`src/core/ipr_pkg.sv`:
```
// Package for the interrupt priority register bank (registers eight to thirteen).
// Assumes a 32-bit AXI4-Lite master and one synchronous active-high reset.
package ipr_pkg;

	localparam int unsigned ADDR_W    = 8;
	localparam int unsigned DATA_W    = 32;
	localparam int unsigned REG_W     = 16;
	localparam int unsigned LVL_W     = 3;
	localparam int unsigned NUM_REGS  = 6;
	localparam int unsigned NUM_SRC   = 23;
	localparam int unsigned IDX_W     = 3;
	localparam int unsigned IDX_LSB   = 2;
	localparam int unsigned IDX_REG11 = 3;

	// Byte offsets of the registers
	localparam logic [ADDR_W-1:0] OFS_PRIO_CTRL_8  = 8'h00;
	localparam logic [ADDR_W-1:0] OFS_PRIO_CTRL_9  = 8'h04;
	localparam logic [ADDR_W-1:0] OFS_PRIO_CTRL_10 = 8'h08;
	localparam logic [ADDR_W-1:0] OFS_PRIO_CTRL_11 = 8'h0C;
	localparam logic [ADDR_W-1:0] OFS_PRIO_CTRL_12 = 8'h10;
	localparam logic [ADDR_W-1:0] OFS_PRIO_CTRL_13 = 8'h14;

	// Field positions
	localparam int unsigned FLD_HI   = 12;
	localparam int unsigned FLD_MH   = 8;
	localparam int unsigned FLD_ML   = 4;
	localparam int unsigned FLD_LO   = 0;

	// Implemented bits and reset values
	localparam logic [REG_W-1:0] MASK_FULL   = 16'h7777;
	localparam logic [REG_W-1:0] MASK_REG11  = 16'h7707;
	localparam logic [REG_W-1:0] RESET_PAT   = 16'h4444;
	localparam logic [LVL_W-1:0] LVL_DISABLED = 3'h0;

	// AXI response codes
	localparam logic [1:0] RESP_OKAY   = 2'h0;
	localparam logic [1:0] RESP_SLVERR = 2'h2;

	typedef logic [LVL_W-1:0] ipr_level_t;
	typedef logic [REG_W-1:0] ipr_word_t;

	// Current level of every source, in source order
	typedef struct packed {
		ipr_level_t can_one_event_level;
		ipr_level_t can_one_rx_level;
		ipr_level_t serial_periph_two_event_level;
		ipr_level_t serial_periph_two_error_level;
		ipr_level_t capture_five_level;
		ipr_level_t capture_four_level;
		ipr_level_t capture_three_level;
		ipr_level_t dma_three_done_level;
		ipr_level_t compare_seven_level;
		ipr_level_t compare_six_level;
		ipr_level_t compare_five_level;
		ipr_level_t capture_six_level;
		ipr_level_t timer_six_level;
		ipr_level_t dma_four_done_level;
		ipr_level_t compare_eight_level;
		ipr_level_t timer_eight_level;
		ipr_level_t twowire_two_master_level;
		ipr_level_t twowire_two_slave_level;
		ipr_level_t timer_seven_level;
		ipr_level_t can_two_rx_level;
		ipr_level_t ext_irq_four_level;
		ipr_level_t ext_irq_three_level;
		ipr_level_t timer_nine_level;
	} ipr_levels_s;

endpackage

```
`src/core/ipr_prio_regs.sv`:
```
// Interrupt priority register bank eight to thirteen with an AXI4-Lite slave.
// Assumes AXI4-Lite master on clk_i; arbitration logic reads the level outputs.
`timescale 1ns/1ps

// Function
// RQ1: Field 111 means level seven, highest
// RQ2: Field 001 is level one, linear
// RQ3: Field 000 disables source, never requested
// RQ4: Unimplemented bits always read zero
// RQ5: Fields reset to 100, level four
// RQ6: Register eight holds CAN one, serial fields
// RQ7: Register nine holds captures five-three, DMA three
// RQ8: Register ten holds compares seven-five, capture six
// RQ9: Register eleven: timer six, DMA four, compare eight
// RQ10: Register twelve: timers eight, seven, two-wire
// RQ11: Register thirteen: CAN two, externals, timer nine
// RQ12: Bits 15, 11, 7, 3 read zero
// RQ13: Unimplemented writes ignored; levels driven continuously
// RQ14: Enabled sources need a nonzero level
module ipr_prio_regs
(
	input  wire logic                         clk_i,
	input  wire logic                         reset_i,
	input  wire logic [ipr_pkg::ADDR_W-1:0]   s_axi_awaddr_i,
	input  wire logic                         s_axi_awvalid_i,
	output logic                              s_axi_awready_o,
	input  wire logic [ipr_pkg::DATA_W-1:0]   s_axi_wdata_i,
	input  wire logic [3:0]                   s_axi_wstrb_i,
	input  wire logic                         s_axi_wvalid_i,
	output logic                              s_axi_wready_o,
	output logic [1:0]                        s_axi_bresp_o,
	output logic                              s_axi_bvalid_o,
	input  wire logic                         s_axi_bready_i,
	input  wire logic [ipr_pkg::ADDR_W-1:0]   s_axi_araddr_i,
	input  wire logic                         s_axi_arvalid_i,
	output logic                              s_axi_arready_o,
	output logic [ipr_pkg::DATA_W-1:0]        s_axi_rdata_o,
	output logic [1:0]                        s_axi_rresp_o,
	output logic                              s_axi_rvalid_o,
	input  wire logic                         s_axi_rready_i,
	input  wire logic [ipr_pkg::NUM_SRC-1:0]  src_flag_i,
	output ipr_pkg::ipr_levels_s              levels_o,
	output logic [ipr_pkg::NUM_SRC-1:0]       src_request_o
);

	// Implemented bits of one register
	function automatic ipr_pkg::ipr_word_t reg_mask(input int unsigned idx);
		reg_mask = (idx == ipr_pkg::IDX_REG11) ? ipr_pkg::MASK_REG11 : ipr_pkg::MASK_FULL; // [RQ9] [RQ12]
	endfunction

	// Check that a byte address falls on one of the six registers
	function automatic logic addr_hit(input logic [ipr_pkg::ADDR_W-1:0] a);
		logic [ipr_pkg::IDX_W-1:0] i;
		i = a[ipr_pkg::IDX_LSB +: ipr_pkg::IDX_W];
		addr_hit = (a[ipr_pkg::ADDR_W-1:ipr_pkg::IDX_LSB+ipr_pkg::IDX_W] == '0)
			&& (int'(i) < ipr_pkg::NUM_REGS);
	endfunction

	// Index bits of a byte address
	function automatic logic [ipr_pkg::IDX_W-1:0] addr_idx(input logic [ipr_pkg::ADDR_W-1:0] a);
		addr_idx = a[ipr_pkg::IDX_LSB +: ipr_pkg::IDX_W];
	endfunction

	// Priority registers and their next values
	ipr_pkg::ipr_word_t            prio_reg  [ipr_pkg::NUM_REGS];
	ipr_pkg::ipr_word_t            prio_next [ipr_pkg::NUM_REGS];

	// Write channel holding state
	logic [ipr_pkg::ADDR_W-1:0]    awaddr_reg;
	logic [ipr_pkg::ADDR_W-1:0]    awaddr_next;
	logic [ipr_pkg::DATA_W-1:0]    wdata_reg;
	logic [ipr_pkg::DATA_W-1:0]    wdata_next;
	logic [3:0]                    wstrb_reg;
	logic [3:0]                    wstrb_next;
	logic                          aw_held_reg;
	logic                          aw_held_next;
	logic                          w_held_reg;
	logic                          w_held_next;
	logic                          awready_reg;
	logic                          awready_next;
	logic                          wready_reg;
	logic                          wready_next;
	logic                          bvalid_reg;
	logic                          bvalid_next;
	logic [1:0]                    bresp_reg;
	logic [1:0]                    bresp_next;
	// Read channel state
	logic                          arready_reg;
	logic                          arready_next;
	logic                          rvalid_reg;
	logic                          rvalid_next;
	logic [1:0]                    rresp_reg;
	logic [1:0]                    rresp_next;
	logic [ipr_pkg::DATA_W-1:0]    rdata_reg;
	logic [ipr_pkg::DATA_W-1:0]    rdata_next;
	// Request stage and field view
	logic [ipr_pkg::NUM_SRC-1:0]   request_reg;
	logic [ipr_pkg::NUM_SRC-1:0]   request_next;
	ipr_pkg::ipr_levels_s          lv;
	logic [ipr_pkg::NUM_SRC*ipr_pkg::LVL_W-1:0] lv_flat;

	// Write channel and register update
	always_comb
	begin
		logic                       aw_take;
		logic                       w_take;
		logic                       have_aw;
		logic                       have_w;
		logic [ipr_pkg::ADDR_W-1:0] wa;
		logic [ipr_pkg::DATA_W-1:0] wd;
		logic [3:0]                 ws;
		ipr_pkg::ipr_word_t         be;
		aw_take = s_axi_awvalid_i && awready_reg;
		w_take  = s_axi_wvalid_i && wready_reg;
		have_aw = aw_held_reg || aw_take;
		have_w  = w_held_reg || w_take;
		wa      = aw_held_reg ? awaddr_reg : s_axi_awaddr_i;
		wd      = w_held_reg ? wdata_reg : s_axi_wdata_i;
		ws      = w_held_reg ? wstrb_reg : s_axi_wstrb_i;
		be      = {{8{ws[1]}}, {8{ws[0]}}};
		awaddr_next  = aw_take ? s_axi_awaddr_i : awaddr_reg;
		wdata_next   = w_take ? s_axi_wdata_i : wdata_reg;
		wstrb_next   = w_take ? s_axi_wstrb_i : wstrb_reg;
		aw_held_next = have_aw;
		w_held_next  = have_w;
		bvalid_next  = bvalid_reg && !s_axi_bready_i;
		bresp_next   = bresp_reg;
		for (int r = 0; r < ipr_pkg::NUM_REGS; r++)
		begin
			prio_next[r] = prio_reg[r];
		end
		if (have_aw && have_w && !bvalid_reg)
		begin
			aw_held_next = 1'b0;
			w_held_next  = 1'b0;
			bvalid_next  = 1'b1;
			bresp_next   = ipr_pkg::RESP_SLVERR;
			if (addr_hit(wa))
			begin
				bresp_next = ipr_pkg::RESP_OKAY;
				for (int r = 0; r < ipr_pkg::NUM_REGS; r++)
				begin
					if (addr_idx(wa) == r[ipr_pkg::IDX_W-1:0])
					begin
						prio_next[r] = ((prio_reg[r] & ~be) | (wd[ipr_pkg::REG_W-1:0] & be))
							& reg_mask(r); // [RQ13] [RQ4]
					end
				end
			end
		end
		awready_next = !aw_held_next && !bvalid_next;
		wready_next  = !w_held_next && !bvalid_next;
	end

	// Write side registers
	always_ff @(posedge clk_i)
	begin
		if (reset_i)
		begin
			for (int r = 0; r < ipr_pkg::NUM_REGS; r++)
			begin
				prio_reg[r] <= ipr_pkg::RESET_PAT & reg_mask(r); // [RQ5]
			end
			awaddr_reg  <= '0;
			wdata_reg   <= '0;
			wstrb_reg   <= '0;
			aw_held_reg <= 1'b0;
			w_held_reg  <= 1'b0;
			awready_reg <= 1'b0;
			wready_reg  <= 1'b0;
			bvalid_reg  <= 1'b0;
			bresp_reg   <= ipr_pkg::RESP_OKAY;
		end
		else
		begin
			for (int r = 0; r < ipr_pkg::NUM_REGS; r++)
			begin
				prio_reg[r] <= prio_next[r];
			end
			awaddr_reg  <= awaddr_next;
			wdata_reg   <= wdata_next;
			wstrb_reg   <= wstrb_next;
			aw_held_reg <= aw_held_next;
			w_held_reg  <= w_held_next;
			awready_reg <= awready_next;
			wready_reg  <= wready_next;
			bvalid_reg  <= bvalid_next;
			bresp_reg   <= bresp_next;
		end
	end

	// Read channel
	always_comb
	begin
		logic ar_take;
		ar_take     = s_axi_arvalid_i && arready_reg;
		rvalid_next = rvalid_reg && !s_axi_rready_i;
		rdata_next  = rdata_reg;
		rresp_next  = rresp_reg;
		if (ar_take)
		begin
			rvalid_next = 1'b1;
			rdata_next  = '0;
			rresp_next  = ipr_pkg::RESP_SLVERR;
			if (addr_hit(s_axi_araddr_i))
			begin
				rresp_next = ipr_pkg::RESP_OKAY;
				for (int r = 0; r < ipr_pkg::NUM_REGS; r++)
				begin
					if (addr_idx(s_axi_araddr_i) == r[ipr_pkg::IDX_W-1:0])
					begin
						rdata_next = {16'h0000, prio_reg[r] & reg_mask(r)}; // [RQ4] [RQ12]
					end
				end
			end
		end
		arready_next = !rvalid_next;
	end

	// Read side registers
	always_ff @(posedge clk_i)
	begin
		if (reset_i)
		begin
			arready_reg <= 1'b0;
			rvalid_reg  <= 1'b0;
			rresp_reg   <= ipr_pkg::RESP_OKAY;
			rdata_reg   <= '0;
		end
		else
		begin
			arready_reg <= arready_next;
			rvalid_reg  <= rvalid_next;
			rresp_reg   <= rresp_next;
			rdata_reg   <= rdata_next;
		end
	end

	// Field map of the six registers
	always_comb
	begin
		lv.can_one_event_level           = prio_reg[0][ipr_pkg::FLD_HI +: ipr_pkg::LVL_W]; // [RQ6]
		lv.can_one_rx_level              = prio_reg[0][ipr_pkg::FLD_MH +: ipr_pkg::LVL_W]; // [RQ6]
		lv.serial_periph_two_event_level = prio_reg[0][ipr_pkg::FLD_ML +: ipr_pkg::LVL_W]; // [RQ6]
		lv.serial_periph_two_error_level = prio_reg[0][ipr_pkg::FLD_LO +: ipr_pkg::LVL_W]; // [RQ6]
		lv.capture_five_level            = prio_reg[1][ipr_pkg::FLD_HI +: ipr_pkg::LVL_W]; // [RQ7]
		lv.capture_four_level            = prio_reg[1][ipr_pkg::FLD_MH +: ipr_pkg::LVL_W]; // [RQ7]
		lv.capture_three_level           = prio_reg[1][ipr_pkg::FLD_ML +: ipr_pkg::LVL_W]; // [RQ7]
		lv.dma_three_done_level          = prio_reg[1][ipr_pkg::FLD_LO +: ipr_pkg::LVL_W]; // [RQ7]
		lv.compare_seven_level           = prio_reg[2][ipr_pkg::FLD_HI +: ipr_pkg::LVL_W]; // [RQ8]
		lv.compare_six_level             = prio_reg[2][ipr_pkg::FLD_MH +: ipr_pkg::LVL_W]; // [RQ8]
		lv.compare_five_level            = prio_reg[2][ipr_pkg::FLD_ML +: ipr_pkg::LVL_W]; // [RQ8]
		lv.capture_six_level             = prio_reg[2][ipr_pkg::FLD_LO +: ipr_pkg::LVL_W]; // [RQ8]
		lv.timer_six_level               = prio_reg[3][ipr_pkg::FLD_HI +: ipr_pkg::LVL_W]; // [RQ9]
		lv.dma_four_done_level           = prio_reg[3][ipr_pkg::FLD_MH +: ipr_pkg::LVL_W]; // [RQ9]
		lv.compare_eight_level           = prio_reg[3][ipr_pkg::FLD_LO +: ipr_pkg::LVL_W]; // [RQ9]
		lv.timer_eight_level             = prio_reg[4][ipr_pkg::FLD_HI +: ipr_pkg::LVL_W]; // [RQ10]
		lv.twowire_two_master_level      = prio_reg[4][ipr_pkg::FLD_MH +: ipr_pkg::LVL_W]; // [RQ10]
		lv.twowire_two_slave_level       = prio_reg[4][ipr_pkg::FLD_ML +: ipr_pkg::LVL_W]; // [RQ10]
		lv.timer_seven_level             = prio_reg[4][ipr_pkg::FLD_LO +: ipr_pkg::LVL_W]; // [RQ10]
		lv.can_two_rx_level              = prio_reg[5][ipr_pkg::FLD_HI +: ipr_pkg::LVL_W]; // [RQ11]
		lv.ext_irq_four_level            = prio_reg[5][ipr_pkg::FLD_MH +: ipr_pkg::LVL_W]; // [RQ11]
		lv.ext_irq_three_level           = prio_reg[5][ipr_pkg::FLD_ML +: ipr_pkg::LVL_W]; // [RQ11]
		lv.timer_nine_level              = prio_reg[5][ipr_pkg::FLD_LO +: ipr_pkg::LVL_W]; // [RQ11]
	end

	// Flat view for per-source gating
	assign lv_flat = lv;

	// Request gating per source, bit i pairs with field i counted from the top
	generate
		for (genvar s = 0; s < ipr_pkg::NUM_SRC; s++)
		begin : g_req
			localparam int unsigned POS = (ipr_pkg::NUM_SRC - 1 - s) * ipr_pkg::LVL_W;
			assign request_next[s] = src_flag_i[s]
				&& (lv_flat[POS +: ipr_pkg::LVL_W] != ipr_pkg::LVL_DISABLED); // [RQ3] [RQ1] [RQ2]
		end
	endgenerate

	// Request register
	always_ff @(posedge clk_i)
	begin
		if (reset_i)
		begin
			request_reg <= '0;
		end
		else
		begin
			request_reg <= request_next;
		end
	end

	// Outputs straight from registers
	assign s_axi_awready_o = awready_reg;
	assign s_axi_wready_o  = wready_reg;
	assign s_axi_bvalid_o  = bvalid_reg;
	assign s_axi_bresp_o   = bresp_reg;
	assign s_axi_arready_o = arready_reg;
	assign s_axi_rvalid_o  = rvalid_reg;
	assign s_axi_rresp_o   = rresp_reg;
	assign s_axi_rdata_o   = rdata_reg;
	assign levels_o        = lv; // [RQ13]
	assign src_request_o   = request_reg;

endmodule

```
`config.mk`:
```
export PLATFORM = sky130hd
export DESIGN_NAME = ipr_prio_regs
export DESIGN_NICKNAME = d
export VERILOG_FILES = /design/src/core/ipr_pkg.sv /design/src/core/ipr_prio_regs.sv
export SDC_FILE = /design/constraint.sdc
export NUM_CORES = 1
export LEC_CHECK = 0
export ABC_AREA = 1
export ABC_CLOCK_PERIOD_IN_PS = 1400
export BUFFER_PORTS_ARGS = -buffer_cell sky130_fd_sc_hd__buf_2
export CAP_MARGIN = 10
export CORE_MARGIN = 4
export CORE_UTILIZATION = 46
export CTS_CLUSTER_DIAMETER = 50
export DETAILED_ROUTE_END_ITERATION = 6
export HOLD_SLACK_MARGIN = 0.06
export PLACE_DENSITY = 0.76
export SKIP_LAST_GASP = 1
export SLEW_MARGIN = 20
export SYNTH_ARGS = -nofsm -noshare
export SYNTH_HDL_FRONTEND = slang
export SYNTH_SLANG_ARGS = --single-unit
export TNS_END_PERCENT = 50
```
`constraint.sdc`:
```
create_clock -name clk_i -period 1.4 [get_ports clk_i]
set_input_delay 0.14 -clock clk_i [delete_from_list [all_inputs] [get_ports clk_i]]
set_output_delay 0.14 -clock clk_i [all_outputs]
set_load 0.01 [all_outputs]
```
==> impl_metrics.py <==
metrics = {
    "clocking": {
        "path_clk_slew_ns": 0.06,
        "cts-root-buf": "clkbuf_16",
        "h-tree-depth": 4,
        "clock-sinks": 133,
        "numCtsBuffers": 17,
        "clockBufferDepth": 2,
        "cts_tree": "yes",
        "clk_latency_ns": 0.43,
    },
    "synth": {
        "synth_cells": 908,
        "synth.most_common_cell": "nand2_1",
        "synth-xor-area-share_pct": 0,
        "ys.flop_type": "dfxtp_1",
        "synth_area_leaders": "dfxtp_1, nand2_1, inv_1, nand4_1, nor2_1",
        "yosysUniqueCellTypes": 36,
        "ys_seq_area_share_pct": 41.4,
        "synth.top_cell.area_share_pct": 41.4,
        "synth_common_cells": "nand2_1, dfxtp_1, inv_1",
        "avgSynthCellArea_um2": 7.09,
        "synth_top_family_by_area": "simple AND/OR/NAND/NOR gates",
        "synth_area_leader_cell": "dfxtp_1",
        "synth_fa_ha_area_share_pct": 0,
        "synth_edf_count": 0,
        "synthMuxAreaShare_pct": 0,
        "async_flop_share_pct": 0,
        "yosys_warnings": 0,
        "ys_ff_latch": 133,
        "synth_simple_gate_area_share_pct": 33.1,
        "synth_compound_area_share_pct": 11.2,
        "netlist_area_um2": 6430,
    },
    "min_path": {
        "whs_path_depth": 5,
        "min_to": "s_axi_wready_o",
        "hold_path_class": "primary input to flop",
        "min-delay-start": "s_axi_wvalid_i",
    },
    "cells_and_area": {
        "drive_gt1_share_pct": 31.2,
        "num_antenna_cells": 0,
        "seq_area_um2": 2670,
        "multi_input_area_um2": 3170,
        "nets": 1269,
        "finalNonFillerCells": 1376,
        "areaGrowthSynthToFinish_pct": 49.1,
        "n_fill_cell": 1011,
    },
    "critical_path": {
        "crit_arrival_ns": 1.89,
        "crit_fanout": 7,
        "cpMostUsedCell": "nand2_2",
        "end_kind": "flop",
        "r2r_slack_ns": -0.19,
        "crit_slowest_cell": "dfxtp_4",
        "critPathTopFamily": "simple AND/OR/NAND/NOR gates",
        "required_ns": 1.70,
        "crit_type": "flop to flop",
        "max_stage_delay_ns": 0.40,
        "rr_worst_depth": 9,
        "crit_buf_inv": 2,
        "start_kind": "flop",
        "r2r-start": "aw_held_reg",
        "cp_cell_sequence": "buf_6 -> nand2_2 -> o21ai_4 -> nand2_2 -> nor2_4 -> buf_12 -> nand3_4 -> nand2_1 -> nand3_1",
    },
    "route": {
        "wl_per_cell_um": 16.1,
        "drtIter0Drc": 698,
        "viasPerCell": 5.32,
        "ant_nets": 0,
        "num_vias": 7321,
        "wl_mm": 22.1,
        "remaining_drc_errors": 0,
        "first_pass_iters": 6,
    },
    "timing": {
        "tns_ns": -5.82,
        "hold_ws_ns": 0.122,
        "fin_crit_sh_pct": 113,
        "final_hold_viol_count": 0,
        "max_freq_ghz": 0.631,
        "setup_ws_ns": -0.186,
        "setup_violations": 69,
        "period_needed_ns": 1.59,
        "skew_ns": 0.00901,
        "rsz0062_at_grt": "true",
        "slew_violations": 0,
    },
    "die": {
        "dieWidth_um": 126,
        "start_util_pct": 47.8,
        "ios": 215,
        "dieArea_um2": 15900,
        "rows": 42,
        "die_y_um": 126,
        "core_area_um2": 13500,
    },
    "global_route": {
        "grt_pass1_wl_mm": 32.4,
        "grt_max_degree": 54,
        "met1_usage_pct": 30.2,
        "antenna_found_initial": 0,
        "gr-usage-met3_pct": 6.31,
        "grtUsageMet2_pct": 42.8,
        "first_global_vias": 6530,
        "grt.total_usage_pct": 25.2,
        "grt-busiest-layer": "met2",
        "gr-total-overflow": 0,
    },
    "run": {
        "maxCapViolations": 0,
    },
    "placed_design": {
        "post-place-ws_ns": -0.304,
        "place_hpwl_mm": 13.8,
        "gp_congestion": 0.868,
        "dp_cells": 1260,
        "io_buffers": 166,
    },
    "pwr": {
        "p_leak_nw": 4.68,
        "powerDensity_nw_per_um2": 1120,
        "max-vdd-ir-drop_mv": 0.933,
    },
    "status": {
        "outcome": "finished with violations",
        "violations": "setup timing",
    },
}
-- layout by cell type, fill, tap and decap left out, types with 5 or more instances in the layout --
master,synthesis,routed
nand2_1,219,196
buf_2,15,166
dfxtp_1,133,130
inv_1,125,120
nor2_1,80,74
nand4_1,74,74
buf_4,27,62
a21oi_1,52,51
dlygate4sd3_1,0,47
nand3_1,47,43
o21ai_0,42,42
nand2_2,5,23
conb_1,1,22
clkbuf_16,0,21
o311a_1,20,20
buf_12,0,16
buf_6,3,11
nand3_4,5,9
nor2_2,5,9
inv_2,4,8
nand2_4,1,6
bufinv_16,0,6
nor2_4,2,5
-- cell families (layout without fill, tap and decap cells) --
kind of cell | count (synthesis) | in the layout
simple gates | 450 | 453
buf+inv | 203 | 471
flops | 133 | 133
compound gates | 121 | 121
other cells | 1 | 22
-- stage by stage --
stage | utilization (%) | total power, W | cell area (µm²)
floorplan | - | 0.00477 | 6520
global placement | 57.7 | 0.00527 | 7760
detailed placement | 57.7 | 0.00529 | 7760
CTS | 67.8 | 0.0105 | 9110
global route | 71.3 | 0.0111 | 9590
finish | 71.3 | 0.0108 | 9590
-- layer usage --
metal  vias to the layer above  wire (µm)
met1                      3328       8420
met2                       404      10800
li1                       3511          -
met3                        78       2030
met5                         -          0
met4                         0        878
-- worst min-delay path: stages --
cell and delay [ns]:
buf_2 0.09, nand2_2 0.06, nand2_2 0.08, buf_4 0.11, nor2_1 0.04
-- how the worst max path moves through the flow --
stage	cells after the start	endpoint	startpoint	slack (ns)
global placement	9	flop	aw_held_reg	-0.22
global route	9	flop	aw_held_reg	-0.27
detailed placement	9	flop	aw_held_reg	-0.30
floorplan	10	flop	aw_held_reg	-0.02
finish	9	flop	aw_held_reg	-0.19
CTS	10	flop	aw_held_reg	-0.09
-- report_power, final --
part           leakage [nW]  total, W  internal, W  switching (W)
logic                  3.27   0.00168     0.000724       0.000954
clock network         0.329   0.00513      0.00343        0.00170
registers              1.08   0.00395      0.00390      0.0000502
total                  4.68    0.0108      0.00805        0.00271
-- cell type report --
cell class	instances	share of cell area (%)
clock buffers	19	4.72
clock inverters	13	2.37
inverters	131	5.20
multi-input cells	596	33.1
flip-flops and latches	133	27.8
well taps	176	2.30
repair buffers	308	24.5
-- what timing repair did --
| action | CTS | global route |
|---|---|---|
| buffers inserted | 10 | 19 |
| pin swaps | 1 | 35 |
| endpoints found under the setup margin | 70 | 83 |
| gates cloned | 2 | 6 |
| hold buffers | 46 | 1 |
| endpoints found under the hold margin | 48 | 1 |
| resized for setup | 17 | 65 |
Power figures use the tool's default switching activity.
